==> config.mk <==
export PLATFORM = sky130hd
export DESIGN_NAME = vis_ctrl
export DESIGN_NICKNAME = d
export VERILOG_FILES = /design/src/rtl/vis_pkg.sv /design/src/rtl/vis_ctrl.sv
export SDC_FILE = /design/constraint.sdc
export NUM_CORES = 1
export LEC_CHECK = 0
export BUFFER_PORTS_ARGS = -buffer_cell sky130_fd_sc_hd__buf_2
export CAP_MARGIN = 30
export CORE_MARGIN = 2
export CORE_UTILIZATION = 56
export CTS_CLUSTER_SIZE = 8
export DETAILED_ROUTE_END_ITERATION = 7
export GPL_TIMING_DRIVEN = 0
export PLACE_DENSITY = 0.89
export SETUP_SLACK_MARGIN = 0.1
export SLEW_MARGIN = 30
export SYNTH_ARGS = -nofsm -noshare
export SYNTH_HDL_FRONTEND = slang
export SYNTH_SLANG_ARGS = --single-unit
==> constraint.sdc <==
create_clock -name clk_i -period 6.27 [get_ports clk_i]
set_input_delay 0.3135 -clock clk_i [delete_from_list [all_inputs] [get_ports clk_i]]
set_output_delay 0.3135 -clock clk_i [all_outputs]
set_load 0.02 [all_outputs]
==> src/rtl/vis_pkg.sv <==
// Package for the vectored interrupt and shadow-set control block.
// Assumes a 32-bit classic Wishbone register bus and one core clock.
package vis_pkg;

	// Register byte offsets
	localparam logic [3:0] ADDR_INT_CTL = 4'h0;
	localparam logic [3:0] ADDR_SET_CTL = 4'h4;
	localparam logic [3:0] ADDR_SET_MAP = 4'h8;
	localparam logic [3:0] ADDR_CAUSE = 4'hC;

	// Interrupt control field positions
	localparam int TIMER_LINE_LSB = 29;
	localparam int PERF_LINE_LSB = 26;
	localparam int VSPACE_LSB = 5;

	// Shadow-set control field positions
	localparam int HIGHEST_LSB = 26;
	localparam int EXTSET_LSB = 18;
	localparam int EXCSET_LSB = 12;
	localparam int PREVSET_LSB = 6;
	localparam int CURSET_LSB = 0;

	// Cause field positions
	localparam int DSLOT_BIT = 31;
	localparam int TIMER_PEND_BIT = 30;
	localparam int CDIS_BIT = 27;
	localparam int PERF_PEND_BIT = 26;
	localparam int SPECV_BIT = 23;
	localparam int WATCH_BIT = 22;
	localparam int HWPEND_LSB = 10;
	localparam int SWREQ_LSB = 8;
	localparam int EXCCODE_LSB = 2;

	// Reset values
	localparam logic [4:0] VSPACE_RST = 5'h00;
	localparam logic [3:0] SET_RST = 4'h0;
	localparam logic [31:0] MAP_RST = 32'h0000_0000;

	// Legal vector spacing codes and their byte spacings
	localparam logic [4:0] VS_0 = 5'h00;
	localparam logic [4:0] VS_32 = 5'h01;
	localparam logic [4:0] VS_64 = 5'h02;
	localparam logic [4:0] VS_128 = 5'h04;
	localparam logic [4:0] VS_256 = 5'h08;
	localparam logic [4:0] VS_512 = 5'h10;

	// Dispatch offsets of the two interrupt vectors
	localparam logic [9:0] GEN_VEC_OFF = 10'h180;
	localparam logic [9:0] INT_VEC_OFF = 10'h200;

	// Exception entry event from the core
	typedef struct packed {
		logic valid;
		logic is_irq;
		logic in_delay_slot;
		logic sets_error_level;
		logic debug_entry;
		logic [2:0] vector_number;
		logic [4:0] exc_code;
	} vis_entry_t;

	// Core status bits that steer set switching
	typedef struct packed {
		logic exception_level_bit;
		logic error_level_bit;
		logic boot_vector_bit;
	} vis_status_t;

	// External controller request
	typedef struct packed {
		logic valid;
		logic [3:0] set;
		logic [5:0] priority_level;
	} vis_ext_req_t;

	typedef enum logic [1:0] {
		SRC_EXC = 2'b00,
		SRC_MAP = 2'b01,
		SRC_EXT = 2'b10
	} vis_src_t;

endpackage
==> src/rtl/vis_ctrl.sv <==
// Vectored interrupt control, shadow-set control, vector-to-set map
// and the lower cause fields, as Wishbone classic slave registers.
// Assumes the core presents entry and return events as one-cycle
// pulses and an external controller gives set and level per request.
//
// The Wishbone register port and the register offsets were decided locally.
`timescale 1ns/10ps
`default_nettype none

module vis_ctrl import vis_pkg::*; #(
	parameter logic [3:0] HIGHEST_SET = 4'h3,
	parameter logic [2:0] TIMER_LINE = 3'h7,
	parameter logic [2:0] PERF_LINE = 3'h6
) (
	input wire logic clk_i,
	input wire logic rst_i,
	input wire logic wb_cyc_i,
	input wire logic wb_stb_i,
	input wire logic wb_we_i,
	input wire logic [3:0] wb_adr_i,
	input wire logic [3:0] wb_sel_i,
	input wire logic [31:0] wb_dat_i,
	output logic [31:0] wb_dat_o,
	output logic wb_ack_o,
	output logic wb_err_o,
	input wire logic external_ctrl_mode_enable_i,
	input wire logic vectored_mode_present_i,
	input wire vis_status_t status_i,
	input wire vis_entry_t entry_i,
	input wire logic exception_return_instr_i,
	input wire vis_ext_req_t ext_req_i,
	input wire logic [5:0] hw_irq_i,
	input wire logic timer_irq_i,
	input wire logic perf_irq_i,
	input wire logic watch_deferred_i,
	output logic [3:0] current_set_o,
	output logic [3:0] previous_set_o,
	output logic [1:0] software_request_bits_o,
	output logic count_disable_o,
	output logic [9:0] dispatch_offset_o,
	output logic [9:0] vector_spacing_bytes_o
);

	// Lines 0 and 1 are the software requests; no source merges there
	if (TIMER_LINE < 3'h2 || PERF_LINE < 3'h2) begin : g_bad_line
		$error("Interrupt line numbers must be 2 to 7");
	end

	logic [4:0] vector_spacing;
	logic [3:0] external_ctrl_set;
	logic [3:0] exception_set;
	logic [3:0] previous_set;
	logic [3:0] current_set;
	logic [31:0] vector_to_set_map;
	logic delay_slot_flag;
	logic special_vector_select;
	logic count_disable;
	logic watch_flag;
	logic [1:0] software_request_bits;
	logic [5:0] hardware_pending_bits;
	logic [4:0] exc_code;
	logic timer_pending_flag;
	logic perf_pending_flag;
	logic ack;
	logic [31:0] next_rdata;
	logic [3:0] next_set;
	vis_src_t set_src;
	logic wr_req;
	logic entry_switches;
	logic ret_restores;

	// Byte lanes outside sel keep their stored value
	function automatic logic [31:0] merge_bytes(input logic [31:0] old,
			input logic [31:0] wdat, input logic [3:0] sel);
		logic [31:0] res;
		res = old;
		for (int i = 0; i < 4; i++)
			if (sel[i])
				res[i*8 +: 8] = wdat[i*8 +: 8];
		return res;
	endfunction

	// Reserved codes give no spacing rather than an undefined one
	function automatic logic [9:0] spacing_bytes(input logic [4:0] code);
		logic [9:0] res;
		res = 10'h000;
		unique case (code)
			VS_32: res = 10'h020;
			VS_64: res = 10'h040;
			VS_128: res = 10'h080;
			VS_256: res = 10'h100;
			VS_512: res = 10'h200;
			default: res = 10'h000;
		endcase
		return res;
	endfunction

	// Write strobe of one register, taken with the request edge
	function automatic logic reg_write(input logic req,
			input logic [3:0] adr, input logic [3:0] target);
		return req && adr == target;
	endfunction

	// Classic Wishbone: one wait state, ack drops after one cycle
	// A write lands on the taking edge, the same edge that raises its ack
	assign wr_req = wb_cyc_i && wb_stb_i && wb_we_i && !ack;

	always_ff @(posedge clk_i) begin
		if (rst_i)
			ack <= 1'b0;
		else
			ack <= wb_cyc_i && wb_stb_i && !ack;
	end

	logic [31:0] wr_int_ctl, wr_set_ctl, wr_map, wr_cause;
	logic [31:0] rd_int_ctl, rd_set_ctl, rd_cause;
	logic addr_ok;

	// Holes are answered with err so a stray access stays visible
	assign addr_ok = wb_adr_i == ADDR_INT_CTL || wb_adr_i == ADDR_SET_CTL
		|| wb_adr_i == ADDR_SET_MAP || wb_adr_i == ADDR_CAUSE;
	assign wr_int_ctl = merge_bytes(rd_int_ctl, wb_dat_i, wb_sel_i);
	assign wr_set_ctl = merge_bytes(rd_set_ctl, wb_dat_i, wb_sel_i);
	assign wr_map = merge_bytes(vector_to_set_map, wb_dat_i, wb_sel_i);
	assign wr_cause = merge_bytes(rd_cause, wb_dat_i, wb_sel_i);

	// Reserved ranges are simply never stored, so they read zero
	always_comb begin
		rd_int_ctl = 32'h0000_0000;
		rd_int_ctl[TIMER_LINE_LSB +: 3] = TIMER_LINE;
		rd_int_ctl[PERF_LINE_LSB +: 3] = PERF_LINE;
		rd_int_ctl[VSPACE_LSB +: 5] = vector_spacing;
	end

	// External set flop is held clear outside external mode, so reads zero
	always_comb begin
		rd_set_ctl = 32'h0000_0000;
		rd_set_ctl[HIGHEST_LSB +: 4] = HIGHEST_SET;
		rd_set_ctl[EXTSET_LSB +: 4] = external_ctrl_set;
		rd_set_ctl[EXCSET_LSB +: 4] = exception_set;
		rd_set_ctl[PREVSET_LSB +: 4] = previous_set;
		rd_set_ctl[CURSET_LSB +: 4] = current_set;
	end

	always_comb begin
		rd_cause = 32'h0000_0000;
		rd_cause[DSLOT_BIT] = delay_slot_flag;
		rd_cause[TIMER_PEND_BIT] = timer_pending_flag;
		rd_cause[CDIS_BIT] = count_disable;
		rd_cause[PERF_PEND_BIT] = perf_pending_flag;
		rd_cause[SPECV_BIT] = special_vector_select;
		rd_cause[WATCH_BIT] = watch_flag;
		rd_cause[HWPEND_LSB +: 6] = hardware_pending_bits;
		rd_cause[SWREQ_LSB +: 2] = software_request_bits;
		rd_cause[EXCCODE_LSB +: 5] = exc_code;
	end

	// Read data is latched on the taking edge and held to the next request
	always_comb begin
		unique case (wb_adr_i)
			ADDR_INT_CTL: next_rdata = rd_int_ctl;
			ADDR_SET_CTL: next_rdata = rd_set_ctl;
			ADDR_SET_MAP: next_rdata = vector_to_set_map;
			ADDR_CAUSE: next_rdata = rd_cause;
			default: next_rdata = 32'h0000_0000;
		endcase
	end

	always_ff @(posedge clk_i) begin
		if (rst_i)
			wb_dat_o <= 32'h0000_0000;
		else if (wb_cyc_i && wb_stb_i && !ack)
			wb_dat_o <= next_rdata;
	end

	assign wb_ack_o = ack && addr_ok;
	assign wb_err_o = ack && !addr_ok;

	always_ff @(posedge clk_i) begin
		if (rst_i)
			vector_spacing <= VSPACE_RST;
		else if (reg_write(wr_req, wb_adr_i, ADDR_INT_CTL))
			vector_spacing <= wr_int_ctl[VSPACE_LSB +: 5];
	end

	// New set source selection
	// Map only when vector bit, vectored mode and a nonzero spacing agree
	always_comb begin
		if (!entry_i.is_irq || !special_vector_select)
			set_src = SRC_EXC;
		else if (external_ctrl_mode_enable_i)
			set_src = SRC_EXT;
		else if (vectored_mode_present_i && vector_spacing != VS_0)
			set_src = SRC_MAP;
		else
			set_src = SRC_EXC;
		unique case (set_src)
			SRC_MAP: next_set = vector_to_set_map[
				{entry_i.vector_number, 2'b00} +: 4];
			SRC_EXT: next_set = external_ctrl_set;
			default: next_set = exception_set;
		endcase
	end

	// Frozen entries keep both fields, so a nested handler keeps the pair
	assign entry_switches = entry_i.valid && !entry_i.sets_error_level
		&& !entry_i.debug_entry && !status_i.exception_level_bit
		&& !status_i.boot_vector_bit;
	assign ret_restores = exception_return_instr_i
		&& !status_i.error_level_bit && !status_i.boot_vector_bit;

	// External set follows each request in external mode only
	always_ff @(posedge clk_i) begin
		if (rst_i || !external_ctrl_mode_enable_i)
			external_ctrl_set <= SET_RST;
		else if (ext_req_i.valid)
			external_ctrl_set <= ext_req_i.set;
	end

	always_ff @(posedge clk_i) begin
		if (rst_i)
			exception_set <= SET_RST;
		else if (reg_write(wr_req, wb_adr_i, ADDR_SET_CTL))
			exception_set <= wr_set_ctl[EXCSET_LSB +: 4];
	end

	// Hardware entry wins over a software write in the same cycle
	always_ff @(posedge clk_i) begin
		if (rst_i)
			previous_set <= SET_RST;
		else if (entry_switches)
			previous_set <= current_set;
		else if (reg_write(wr_req, wb_adr_i, ADDR_SET_CTL))
			previous_set <= wr_set_ctl[PREVSET_LSB +: 4];
	end

	// Current set moves only by entry or return, never by a bus write
	always_ff @(posedge clk_i) begin
		if (rst_i)
			current_set <= SET_RST;
		else if (entry_switches)
			current_set <= next_set;
		else if (ret_restores)
			current_set <= previous_set;
	end

	// Entries above the highest set are not clipped; that is the writer's duty
	always_ff @(posedge clk_i) begin
		if (rst_i)
			vector_to_set_map <= MAP_RST;
		else if (reg_write(wr_req, wb_adr_i, ADDR_SET_MAP))
			vector_to_set_map <= wr_map;
	end

	always_ff @(posedge clk_i) begin
		if (rst_i)
			special_vector_select <= 1'b0;
		else if (reg_write(wr_req, wb_adr_i, ADDR_CAUSE))
			special_vector_select <= wr_cause[SPECV_BIT];
	end

	always_ff @(posedge clk_i) begin
		if (rst_i)
			count_disable <= 1'b0;
		else if (reg_write(wr_req, wb_adr_i, ADDR_CAUSE))
			count_disable <= wr_cause[CDIS_BIT];
	end

	// Request bits feed the core's own software interrupt logic
	always_ff @(posedge clk_i) begin
		if (rst_i)
			software_request_bits <= 2'b00;
		else if (reg_write(wr_req, wb_adr_i, ADDR_CAUSE))
			software_request_bits <= wr_cause[SWREQ_LSB +: 2];
	end

	// Watch deferral: hardware set wins over a software clear
	always_ff @(posedge clk_i) begin
		if (rst_i)
			watch_flag <= 1'b0;
		else if (watch_deferred_i)
			watch_flag <= 1'b1;
		else if (reg_write(wr_req, wb_adr_i, ADDR_CAUSE))
			watch_flag <= wr_cause[WATCH_BIT];
	end

	always_ff @(posedge clk_i) begin
		if (rst_i)
			delay_slot_flag <= 1'b0;
		else if (entry_i.valid && !entry_i.debug_entry
				&& !status_i.exception_level_bit)
			delay_slot_flag <= entry_i.in_delay_slot;
	end

	always_ff @(posedge clk_i) begin
		if (rst_i)
			exc_code <= 5'h00;
		else if (entry_i.valid && !entry_i.debug_entry)
			exc_code <= entry_i.exc_code;
	end

	always_ff @(posedge clk_i) begin
		if (rst_i)
			timer_pending_flag <= 1'b0;
		else
			timer_pending_flag <= timer_irq_i;
	end

	always_ff @(posedge clk_i) begin
		if (rst_i)
			perf_pending_flag <= 1'b0;
		else
			perf_pending_flag <= perf_irq_i;
	end

	// Pending bits: priority level in external mode, else merged lines
	always_ff @(posedge clk_i) begin
		if (rst_i)
			hardware_pending_bits <= 6'h00;
		else if (external_ctrl_mode_enable_i)
			hardware_pending_bits <= ext_req_i.priority_level;
		else
			hardware_pending_bits <= hw_irq_i
				| (timer_irq_i ? 6'(1) << (TIMER_LINE - 3'h2) : 6'h00)
				| (perf_irq_i ? 6'(1) << (PERF_LINE - 3'h2) : 6'h00);
	end

	assign current_set_o = current_set;
	assign previous_set_o = previous_set;
	assign software_request_bits_o = software_request_bits;
	assign count_disable_o = count_disable;

	// Dispatch offset lags a write of the vector bit by one cycle
	always_ff @(posedge clk_i) begin
		if (rst_i)
			dispatch_offset_o <= GEN_VEC_OFF;
		else
			dispatch_offset_o <= special_vector_select
				? INT_VEC_OFF : GEN_VEC_OFF;
	end

	always_ff @(posedge clk_i) begin
		if (rst_i)
			vector_spacing_bytes_o <= 10'h000;
		else
			vector_spacing_bytes_o <= spacing_bytes(vector_spacing);
	end

endmodule
`default_nettype wire

Word-level counts from Yosys, hierarchy flattened
Cells that the tools add are included.

Register bits: 125. Latch bits: 0. Memory bits (writable): 0. Memory bits (read-only): 0. Input port bits: 84. Output and inout port bits: 65. Logic and storage cells: 111. Memories kept: 0.

$add $sub $neg: 0. Multipliers: 0. Divide/modulo/power cells: 0. $lt $le $gt $ge: 0. Equality and inequality tests: 10. Shift-type cells: 1. Muxes and demuxes: 19. Bitwise operators: 2. Reductions and logical operators: 55.

Operators with widths (count): $pmux 32 s4 (1); $pmux 10 s5 (1); $shiftx 32x6->4 (1); $reduce_and 2->1 (13); $logic_and 1x1->1 (19); $mux 4 (4); $mux 6 (2); $reduce_bool 2->1 (6); $logic_not 1->1 (10); $mux 10 (1); $eq 4x4->1 const B (2); $mux 8 (1); $pmux 4 s2 (1); $mux 7 (1); $mux 2 (3); $or 6x5->6 (1); $or 6x6->6 (1); $eq 5x1->1 const B (1); $eq 5x2->1 const B (1); $eq 5x3->1 const B (1); $eq 5x4->1 const B (1); $eq 5x5->1 const B (1); $logic_or 1x1->1 (5); $mux 5 (1); other kinds (6) (8).

Depth between registers and ports, before layout
Gate-level depths: netlist (run 1).

Word-level depth: 8. Mapped depth: 9. Mapped depth without buffers: 8.

Least setup slack after synthesis (run 1)
No wires, ideal clock.

Path kind: register -> register. From: register vector_spacing[3]. To: register current_set[1] (netlist: current_set_o[1]). Data arrival time: 2.287 ns. Required time: 6.184 ns. Slack: 3.897 ns. Cell stages (with the launch flop): 9. Buffers on the path: 1. Period minus slack after synthesis: 2.373 ns. Cells stage by stage: dfxtp_1 -> or2_2 -> nor4_1 -> or4b_2 -> ha_1 -> clkbuf_1 -> a221oi_1 -> nand4_1 -> a211oi_1.

Longest elaborated chain between the ends: 8.

Ends and longest elaborated chain: from (decl) (line vis_ctrl.sv:49) `logic [4:0] vector_spacing;`; from (signal assigned) (line vis_ctrl.sv:183) `vector_spacing <= wr_int_ctl[VSPACE_LSB +: 5];`; $reduce_bool 5->1 * (line vis_ctrl.sv:193) `else if (vectored_mode_present_i && vector_spacing != VS_0)`; $logic_and 1x1->1 * (line vis_ctrl.sv:193); $mux 1 * (line vis_ctrl.sv:193); $mux 2 * (line vis_ctrl.sv:191) `else if (external_ctrl_mode_enable_i)`; $mux 2 * (line vis_ctrl.sv:189) `if (!entry_i.is_irq || !special_vector_select)`; $eq 2x2->1 or $eq 2x1->1 (tied branches) (line vis_ctrl.sv:197) `unique case (set_src)`; $pmux 4 s2 * (line vis_ctrl.sv:197); $mux 4 * (line vis_ctrl.sv:241) `else if (entry_switches)`; to (signal assigned) (line vis_ctrl.sv:242) `current_set <= next_set;`; to (signal assigned) (line vis_ctrl.sv:244) `current_set <= previous_set;`; to (decl) (line vis_ctrl.sv:53) `logic [3:0] current_set;`.

Mark *: on every way between the ends. The rest lies on a longest branch, timed or not. A chain may end at the register's enable or synchronous reset.

Worst setup path after layout (run 1)
From: register vector_spacing[0]. To: register current_set[1] (netlist: current_set_o[1]).

The elaborated chain is that of the path after synthesis.

==> results.yml, run 1 <==
logic_synthesis:
  ys_seq_elements: 112
  ys_seq_area_share_pct: 44.0
  ys_async_sr_fraction_pct: 0
  average_cell_area_after_synthesis_um2: 9.37
  netlist.area_leader.share_pct: 44.0
  edff_count_synth: 0
  netlist_area_mm2: 0.00510
  synth_area_leaders: "sky130_fd_sc_hd__dfxtp_1 (44%), sky130_fd_sc_hd__mux2i_1 (17%), sky130_fd_sc_hd__nor2_1 (7.8%)"
  synthTopCellsByCount: "sky130_fd_sc_hd__dfxtp_1 (112), sky130_fd_sc_hd__nor2_1 (106), sky130_fd_sc_hd__mux2i_1 (88)"
  synth.lib_cells_used.distinct: 44
  synthesis.instances: 544
  synthMostInstantiatedCell: "sky130_fd_sc_hd__dfxtp_1"
  synth_ff_type: "sky130_fd_sc_hd__dfxtp_1"
  synthesis.yosys.warnings: 0
  synth_largest_area_cell: "sky130_fd_sc_hd__dfxtp_1"
drt:
  drc_violations_left: 0
  wire_per_inst_um: 19.9
  vias: 4921
  route.antenna.remaining_nets: 0
  drtPass1Iterations: 6
  first_iter_violations: 385
  wl_um: 16100
  post_drt_via_cell_ratio: 6.07
global_routing:
  globalRouteOverflowTotal: 0
  grtUsageTotal_pct: 31.8
  maximum_number_of_pins_on_one_net_before_global_route_repair: 20
  global_route_track_usage_on_met2_pct: 52.2
  gr-max-usage-layer: "met2"
  grt_use_met1_pct: 41.8
  grt_pass1_wl_um: 24300
  groute.layer.met3.usage_pct: 5.06
  vias_in_the_first_global_route: 4634
  antenna_found_initial: 0
layout:
  areaGrowthSynthToFinish_pct: 20.9
  nFillCells: 675
  fin_nets: 784
  num_antenna_cells: 0
  final_layout_size_suffix_gt1_share_pct: 25.7
  post-route-cell-area_mm2: 0.00616
  final-instance-count-excl-fill: 811
  utilization_pct: 70.3
worst_setup_path:
  path_max_fanout: 10
  timing.critical_path.required_ps: 6550
  cp.arrival_ps: 3040
  timing.critical_path.to_type: "flop"
  cp-start-kind: "flop"
  critical_path.reg2reg.endpoint: "current_set_o[1]"
  timing_worst_setup_path_type: "reg -> reg"
  rrSetupSlack_ps: 3520
  rr_startpoint: "vector_spacing[0]"
  depth_of_the_most_critical_reg_to_reg_path: 8
sta:
  finalMaxSlewViolations: 0
  worst-slew-pin-transition_ps: 915
  finalSetupTns_ps: 0
  fin_worst_skew_ps: 14.0
  fmax_mhz: 363
  setup_viol_count_final: 0
  final.setup.worst_slack_ps: 3520
  rsz0062_at_grt: "no"
  final_min_period_over_clock_period_pct: 43.9
  timing_hold_violations_final: 0
  max_slew_margin_pct: 39.0
  post_route_minimum_period_ps: 2750
clock_network:
  cts_hold_repair.buffers: 0
  cts_tree: "done"
  cts_max_path_buffers: 2
  numCtsBuffers: 9
  clk_pin_slew_worst_setup_hold_paths_ps: 110
  ctsResizeCount: 0
  ctsHtreeMaxLevel: 3
  cts_root_buffer: "sky130_fd_sc_hd__clkbuf_8"
  clock_latency_ps: 370
  tritoncts_num_sinks: 112
  cts_post_setup_buffers_inserted: 0
placement:
  gp_congestion: 0.921
  dpl.cell_count: 795
  place_area_mm2: 0.00593
  preCtsSetupSlack_ps: 3550
  port_buffers: 132
  place.detailed.hpwl_um: 12200
floorplanning:
  initial_cell_density_of_the_core_pct: 58.2
  die_h_um: 99.4
  core_mm2: 0.00876
  io_pins: 149
  placementRows: 34
  floorplan.die.width_um: 99.4
  die_area_mm2: 0.00988
min_path:
  worstHoldEndpoint: "perf_pending_flag"
  hold-path-cell-count: 2
  worstHoldPathType: "in -> reg"
  hold_path_startpoint: "perf_irq_i"
power_and_ir_drop:
  p_leak_nw: 2.82
  power_per_unit_of_standard_cell_area_mw_per_mm2: 221
  irDropWorstVdd_uv: 129
run:
  max_cap_viol_count: 0
status:
  status: "finished clean"
==> worst max-delay path: stages (launching register included) <==
cell and delay (ps):
sky130_fd_sc_hd__dfxtp_1 420, sky130_fd_sc_hd__or2_2 180, sky130_fd_sc_hd__nor4_1 70, sky130_fd_sc_hd__or4b_2 670
sky130_fd_sc_hd__ha_1 350, sky130_fd_sc_hd__clkbuf_1 240, sky130_fd_sc_hd__a221oi_1 340, sky130_fd_sc_hd__nand4_1 150
sky130_fd_sc_hd__a211oi_1 270
==> metrics by stage <==
| stage | total power [mW] | hold WS, ps |
|---|---|---|
| floorplan | 0.828 | 437 |
| global placement | 0.886 | 439 |
| detailed placement | 0.890 | 450 |
| CTS | 1.36 | 151 |
| global route | 1.40 | 149 |
| finish | 1.36 | 160 |
==> final cells by class <==
type	count	area, µm²	share of cell area [%]
flip-flops and latches	112	2240	36.4
well taps	108	135	2.19
multi-input cells	387	2620	42.6
inverters	7	26.3	0.426
clock buffers	9	124	2.01
plain buffers	49	248	4.02
repair buffers	132	661	10.7
clock inverters	7	104	1.69
==> worst max path at each step <==
stage          cells past startpoint               from  slack [ps]               end
6_report                           8  vector_spacing[0]        3520  current_set_o[1]
5_1_grt                            8  vector_spacing[0]        3360  current_set_o[1]
4_1_cts                            8  vector_spacing[0]        3520  current_set_o[1]
3_5_place_dp                       8  vector_spacing[0]        3550  current_set_o[1]
3_3_place_gp                       8  vector_spacing[0]        3600  current_set_o[1]
2_1_floorplan                      8  vector_spacing[3]        3900  current_set_o[1]
==> power breakdown <==
group          internal, mW  leakage (nW)  switching [mW]
registers             0.721         0.907         0.00859
logic                0.0552          1.80          0.0932
clock network         0.231         0.113           0.254
==> per-layer routing <==
metal | wire length, µm | vias up
met2 | 7560 | 323
met3 | 1500 | 60
met4 | 583 | 0
li1 | - | 2234
met1 | 6470 | 2304
met5 | 0 | -
==> flip-flops by register name (all words and copies together), names as in the netlist, 2 cells and up <==
signal,flops
vector_spacing_bytes_o,5
wb_dat_o,32
hardware_pending_bits,6
exception_set,4
exc_code,5
vector_spacing,5
previous_set_o,4
dispatch_offset_o,2
vector_to_set_map,32
current_set_o,4
software_request_bits_o,2
external_ctrl_set,4
==> placed cells by master (no fill, tap or decap), types with 4 or more instances in the layout <==
cell type	n
sky130_fd_sc_hd__a211oi_1	9
sky130_fd_sc_hd__a21oi_1	12
sky130_fd_sc_hd__a22o_1	6
sky130_fd_sc_hd__a22oi_1	18
sky130_fd_sc_hd__a32oi_1	11
sky130_fd_sc_hd__and2_1	4
sky130_fd_sc_hd__buf_2	138
sky130_fd_sc_hd__buf_4	13
sky130_fd_sc_hd__clkbuf_1	28
sky130_fd_sc_hd__clkbuf_8	9
sky130_fd_sc_hd__conb_1	12
sky130_fd_sc_hd__dfxtp_1	112
sky130_fd_sc_hd__inv_1	7
sky130_fd_sc_hd__mux2_2	5
sky130_fd_sc_hd__mux2i_1	88
sky130_fd_sc_hd__nand2_1	30
sky130_fd_sc_hd__nand2b_1	6
sky130_fd_sc_hd__nand4_1	8
sky130_fd_sc_hd__nor2_1	106
sky130_fd_sc_hd__nor2b_1	12
sky130_fd_sc_hd__nor4_1	5
sky130_fd_sc_hd__o2111ai_1	6
sky130_fd_sc_hd__o2bb2ai_1	8
sky130_fd_sc_hd__o31ai_1	5
==> logic make-up (layout without fill, tap and decap cells) <==
group                    Yosys count  in the layout  share of synthesized area [%]
multiplexers                      94             94                           18.8
AND/OR/NAND/NOR                  195            195                           18.5
other                              1             12                         0.0736
AO/OA/AOI/OAI                     84             84                           12.7
adder cells (fa/ha/maj)            2              2                          0.491
flip-flops                       112            112                           44.0
buffers and inverters             56            204                           5.38
Note: power is estimated with default switching activity, not from simulation.
==> run 2: changes to the inputs <==
- CORE_UTILIZATION: 56 -> 52
- PLACE_DENSITY: 0.89 -> 0.84
- clock period: 6.27 -> 2.85 ns (I/O delays scaled with it)
==> results.yml, run 2 (synthesized netlist as in run 1, its figures left out) <==
status:
  status: "finished clean"
placement:
  gp_congestion: 0.927
  place_area_mm2: 0.00597
  dpl.cell_count: 820
  place.detailed.hpwl_um: 12400
  preCtsSetupSlack_ps: 91.2
  port_buffers: 132
power_and_ir_drop:
  p_leak_nw: 2.84
  pwr-share-comb_pct: 11.9
  power_per_unit_of_standard_cell_area_mw_per_mm2: 453
  switchingPower_mw: 0.774
  power_report.internal_total_mw: 2.06
  p_seq_share_pct: 56.6
  irDropWorstVdd_uv: 283
  clock_power_share_pct: 31.4
  total_power_mw: 2.84
  power_switching_share_pct: 27.3
floorplanning:
  io_pins: 149
  die_h_um: 103
  initial_cell_density_of_the_core_pct: 52.9
  floorplan.die.width_um: 103
  placementRows: 36
  die_area_mm2: 0.0106
  core_mm2: 0.00964
layout:
  fin_nets: 795
  final_layout_size_suffix_gt1_share_pct: 25.6
  final-instance-count-excl-fill: 847
  final_common_cell: "sky130_fd_sc_hd__buf_2"
  reg_top3: "vector_to_set_map: 32 flops, wb_dat_o: 32 flops, hardware_pending_bits: 6 flops"
  num_antenna_cells: 0
  utilization_pct: 64.9
  multi_input_comb_area_mm2: 0.00262
  nFillCells: 818
  post-route-cell-area_mm2: 0.00625
  area.sequential_mm2: 0.00224
  most_used_cells_in_the_layout_excluding_fill_and_tap_cells: "sky130_fd_sc_hd__buf_2 (139), sky130_fd_sc_hd__dfxtp_1 (110), sky130_fd_sc_hd__nor2_1 (106)"
  areaGrowthSynthToFinish_pct: 22.7
global_routing:
  globalRouteOverflowTotal: 0
  grtUsageTotal_pct: 31.0
  grt_pass1_wl_um: 24400
  antenna_found_initial: 0
  vias_in_the_first_global_route: 4699
  maximum_number_of_pins_on_one_net_before_global_route_repair: 18
sta:
  max_slew_margin_pct: 44.8
  final.setup.worst_slack_ps: 183
  setup_viol_count_final: 0
  finalSetupTns_ps: 0
  finalMaxSlewViolations: 0
  fin_worst_skew_ps: 19.9
  timing_hold_violations_final: 0
  rsz0062_at_grt: "yes"
  post_route_minimum_period_ps: 2670
  worst-slew-pin-transition_ps: 821
  final_min_period_over_clock_period_pct: 93.6
  fmax_mhz: 375
  finalHoldWorstSlack_ps: 5.22
worst_setup_path:
  crit_start: "vector_spacing[3]"
  timing.critical_path.slowest_stage_cell: "sky130_fd_sc_hd__or4b_2"
  rr_startpoint: "vector_spacing[3]"
  timing.critical_path.to_type: "flop"
  path_max_fanout: 10
  timing.critical_path.required_ps: 3140
  timing_worst_setup_path_type: "reg -> reg"
  cp.arrival_ps: 2960
  depth_of_the_most_critical_reg_to_reg_path: 8
  delay_contributed_by_the_slowest_stage_of_the_critical_path_ps: 680
  cp-start-kind: "flop"
  rrSetupSlack_ps: 180
  path_cells: "or2_2, nor4_1, or4b_2, ha_1, buf_2, a221oi_1, nand4_1, a211oi_1"
  critical_path.reg2reg.endpoint: "current_set_o[1]"
clock_network:
  cts_post_setup_buffers_inserted: 0
  ctsHtreeMaxLevel: 3
  clk_pin_slew_worst_setup_hold_paths_ps: 110
  numCtsBuffers: 9
  cts_tree: "done"
  clock_latency_ps: 390
  tritoncts_num_sinks: 112
  cts_root_buffer: "sky130_fd_sc_hd__clkbuf_8"
  cts_max_path_buffers: 2
drt:
  wire_per_inst_um: 19.4
  vias: 4895
  drc_violations_left: 0
  drtPass1Iterations: 5
  post_drt_via_cell_ratio: 5.78
  first_iter_violations: 386
  wl_um: 16400
  route.antenna.remaining_nets: 0
min_path:
  worstHoldEndpoint: "vector_to_set_map[25]"
  worstHoldPathType: "in -> reg"
  hold-path-cell-count: 3
  hold_path_startpoint: "wb_dat_i[25]"
run:
  max_cap_viol_count: 0
run 2: cell type report:
type | instances | share of cell area (%)
multi-input combinational | 387 | 41.9
timing repair buffer | 143 | 12.3
clock buffer | 11 | 2.26
clock inverter | 5 | 0.500
tap | 133 | 2.66
sequential | 112 | 35.9
inverter | 7 | 0.420
buffer | 49 | 3.98
run 2: per-layer routing:
metal	GRT usage (%)	routed length, µm	vias up
li1	-	-	2244
met5	0	0	-
met1	40.3	6830	2328
met2	49.6	7590	259
met3	4.34	1260	64
met4	17.0	768	0
run 2: timing repair:
action,CTS,global route
resized for setup,1,3
gates cloned,0,0
pin swaps,0,0
endpoints found under the hold margin,10,0
endpoints found under the setup margin,1,2
hold buffers,11,0
run 2: how the worst max path moves through the flow:
stage	endpoint	slack (ps)	cells after the start
2_1_floorplan	current_set_o[1]	480	8
3_3_place_gp	current_set_o[1]	190	8
3_5_place_dp	current_set_o[1]	90	8
4_1_cts	current_set_o[1]	120	8
5_1_grt	current_set_o[1]	40	8
6_report	current_set_o[1]	180	8
run 2: critical path, delay by kind of cell, from the launching register on:
kind | cells | cell delay, ps
AND/OR/NAND/NOR | 4 | 1110
AO/OA/AOI/OAI | 2 | 550
flip-flops | 1 | 380
adder cells (fa/ha/maj) | 1 | 350
buffers and inverters | 1 | 190
run 2: power groups by stage:
stage	clock network [mW]	registers [mW]	logic (mW)
after floorplan	0	1.64	0.179
after global placement	0	1.64	0.310
after detailed placement	0	1.64	0.317
after CTS	0.889	1.60	0.330
after global routing	0.940	1.61	0.361
final	0.892	1.61	0.338
==> run 3: changes to the inputs <==
- CORE_UTILIZATION: 52 -> 47
- PLACE_DENSITY: 0.84 -> 0.78
- SETUP_SLACK_MARGIN: 0.1 -> unset
==> results.yml, run 3 (synthesized netlist as in run 1, its figures left out) <==
status:
  status: "finished, violations left"
  failed_checks: "negative hold slack"
clock_network:
  numCtsBuffers: 9
  clock_latency_ps: 390
  cts_post_setup_buffers_inserted: 0
  cts_root_buffer: "sky130_fd_sc_hd__clkbuf_8"
  ctsHtreeMaxLevel: 3
  clk_pin_slew_worst_setup_hold_paths_ps: 110
  cts_max_path_buffers: 2
  cts_tree: "done"
  tritoncts_num_sinks: 112
worst_setup_path:
  rrSetupSlack_ps: 170
  path_max_fanout: 10
  critical_path.n_buffers_inverters: 1
  rr_startpoint: "vector_spacing[0]"
  timing.critical_path.slowest_stage_cell: "sky130_fd_sc_hd__or4b_2"
  critical_path.reg2reg.endpoint: "current_set_o[1]"
  cp.arrival_ps: 2990
  cp-start-kind: "flop"
  timing.critical_path.required_ps: 3160
  critical-path-top-delay-family: "simple AND/OR/NAND/NOR gates"
  path_cells: "or2_2, nor4_1, or4b_2, ha_1, clkbuf_2, a221oi_1, nand4_1, a211oi_1"
  depth_of_the_most_critical_reg_to_reg_path: 8
  timing_worst_setup_path_type: "reg -> reg"
  timing.critical_path.to_type: "flop"
  delay_contributed_by_the_slowest_stage_of_the_critical_path_ps: 670
layout:
  num_antenna_cells: 0
  utilization_pct: 60.6
  final_layout_size_suffix_gt1_share_pct: 24.8
  most_used_cells_in_the_layout_excluding_fill_and_tap_cells: "sky130_fd_sc_hd__buf_2 (138), sky130_fd_sc_hd__dfxtp_1 (112), sky130_fd_sc_hd__nor2_1 (106)"
  final_common_cell: "sky130_fd_sc_hd__buf_2"
  areaGrowthSynthToFinish_pct: 27.2
  reg_top3: "vector_to_set_map: 32 flops, wb_dat_o: 32 flops, hardware_pending_bits: 6 flops"
  fin_nets: 811
  nFillCells: 936
power_and_ir_drop:
  total_power_mw: 3.11
  irDropWorstVdd_uv: 225
  p_leak_nw: 2.94
  power_per_unit_of_standard_cell_area_mw_per_mm2: 480
sta:
  fin_worst_skew_ps: 15.1
  timing_hold_violations_final: 1
  setup_viol_count_final: 0
  fmax_mhz: 373
  final_min_period_over_clock_period_pct: 94.0
  max_slew_margin_pct: 45.4
  finalSetupTns_ps: 0
  finalHoldWorstSlack_ps: -1.03
  finalMaxSlewViolations: 0
  rsz0062_at_grt: "no"
  worst-slew-pin-transition_ps: 812
  post_route_minimum_period_ps: 2680
min_path:
  hold-path-cell-count: 3
  hold_path_startpoint: "entry_i[2]"
  worstHoldPathType: "in -> reg"
  worstHoldEndpoint: "exc_code[2]"
floorplanning:
  placementRows: 38
  floorplan.die.width_um: 108
  io_pins: 149
  die_h_um: 108
  initial_cell_density_of_the_core_pct: 47.6
  core_mm2: 0.0107
  die_area_mm2: 0.0117
global_routing:
  antenna_found_initial: 0
  vias_in_the_first_global_route: 4727
  maximum_number_of_pins_on_one_net_before_global_route_repair: 19
  grtUsageTotal_pct: 28.2
  grt_pass1_wl_um: 24700
  globalRouteOverflowTotal: 0
drt:
  drtPass1Iterations: 6
  route.antenna.remaining_nets: 0
  vias: 4922
  first_iter_violations: 411
  wire_per_inst_um: 19.0
  wl_um: 16500
  post_drt_via_cell_ratio: 5.66
  drc_violations_left: 0
run:
  max_cap_viol_count: 0
placement:
  port_buffers: 132
  gp_congestion: 0.965
  place.detailed.hpwl_um: 12300
## run 3: cell type report
| class | count | area (µm²) | area share [%] |
|---|---|---|---|
| multi-input cells | 387 | 2620 | 40.4 |
| flip-flops and latches | 112 | 2240 | 34.6 |
| clock inverters | 6 | 115 | 1.78 |
| well taps | 140 | 175 | 2.70 |
| repair buffers | 159 | 931 | 14.4 |
| clock buffers | 9 | 124 | 1.91 |
| inverters | 7 | 26.3 | 0.405 |
| plain buffers | 49 | 249 | 3.84 |
## run 3: metal layers
metal	global-route usage (%)	up-vias	share of wire, %	wire, µm
li1	-	2279	-	-
met4	11.0	0	3.1	507
met5	0	-	0	0
met1	34.2	2320	41	6690
met2	48.0	275	48	7870
met3	7.05	48	8.6	1420
## run 3: worst min-delay path: cells and delay by family
family / cells / cell delay, ps
muxes: 1 / 60
buffers and inverters: 1 / 70
and+or+nand+nor: 1 / 80
## run 3: repair_timing
item                                   in CTS  in global routing
gates resized for setup                     0                  2
hold buffers                               24                  3
setup endpoints to repair                   0                  1
endpoints found under the hold margin      22                  3
## run 3: through the flow
step                instances  setup slack (ps)  hold WS, ps  area [µm²]
global placement          827               242          375        5970
global route              869              5.47         3.68        6480
floorplan                 555               477          271        5140
detailed placement        827               217          384        5970
CTS                       866               164        0.117        6450
finish                    869               171        -1.03        6480
## run 3: worst max path at each step
stage | from | endpoint | slack [ps] | depth (start not counted)
2_1_floorplan | vector_spacing[3] | current_set_o[1] | 480 | 8
3_3_place_gp | vector_spacing[0] | current_set_o[1] | 240 | 8
3_5_place_dp | vector_spacing[0] | current_set_o[1] | 220 | 8
4_1_cts | vector_spacing[0] | current_set_o[1] | 160 | 8
5_1_grt | vector_spacing[0] | current_set_o[1] | 5 | 8
6_report | vector_spacing[0] | current_set_o[1] | 170 | 8
## run 3: power by group
| group | internal (mW) | switching, mW |
|---|---|---|
| Combinational | 0.146 | 0.206 |
| Sequential | 1.59 | 0.0185 |
| Clock | 0.587 | 0.565 |
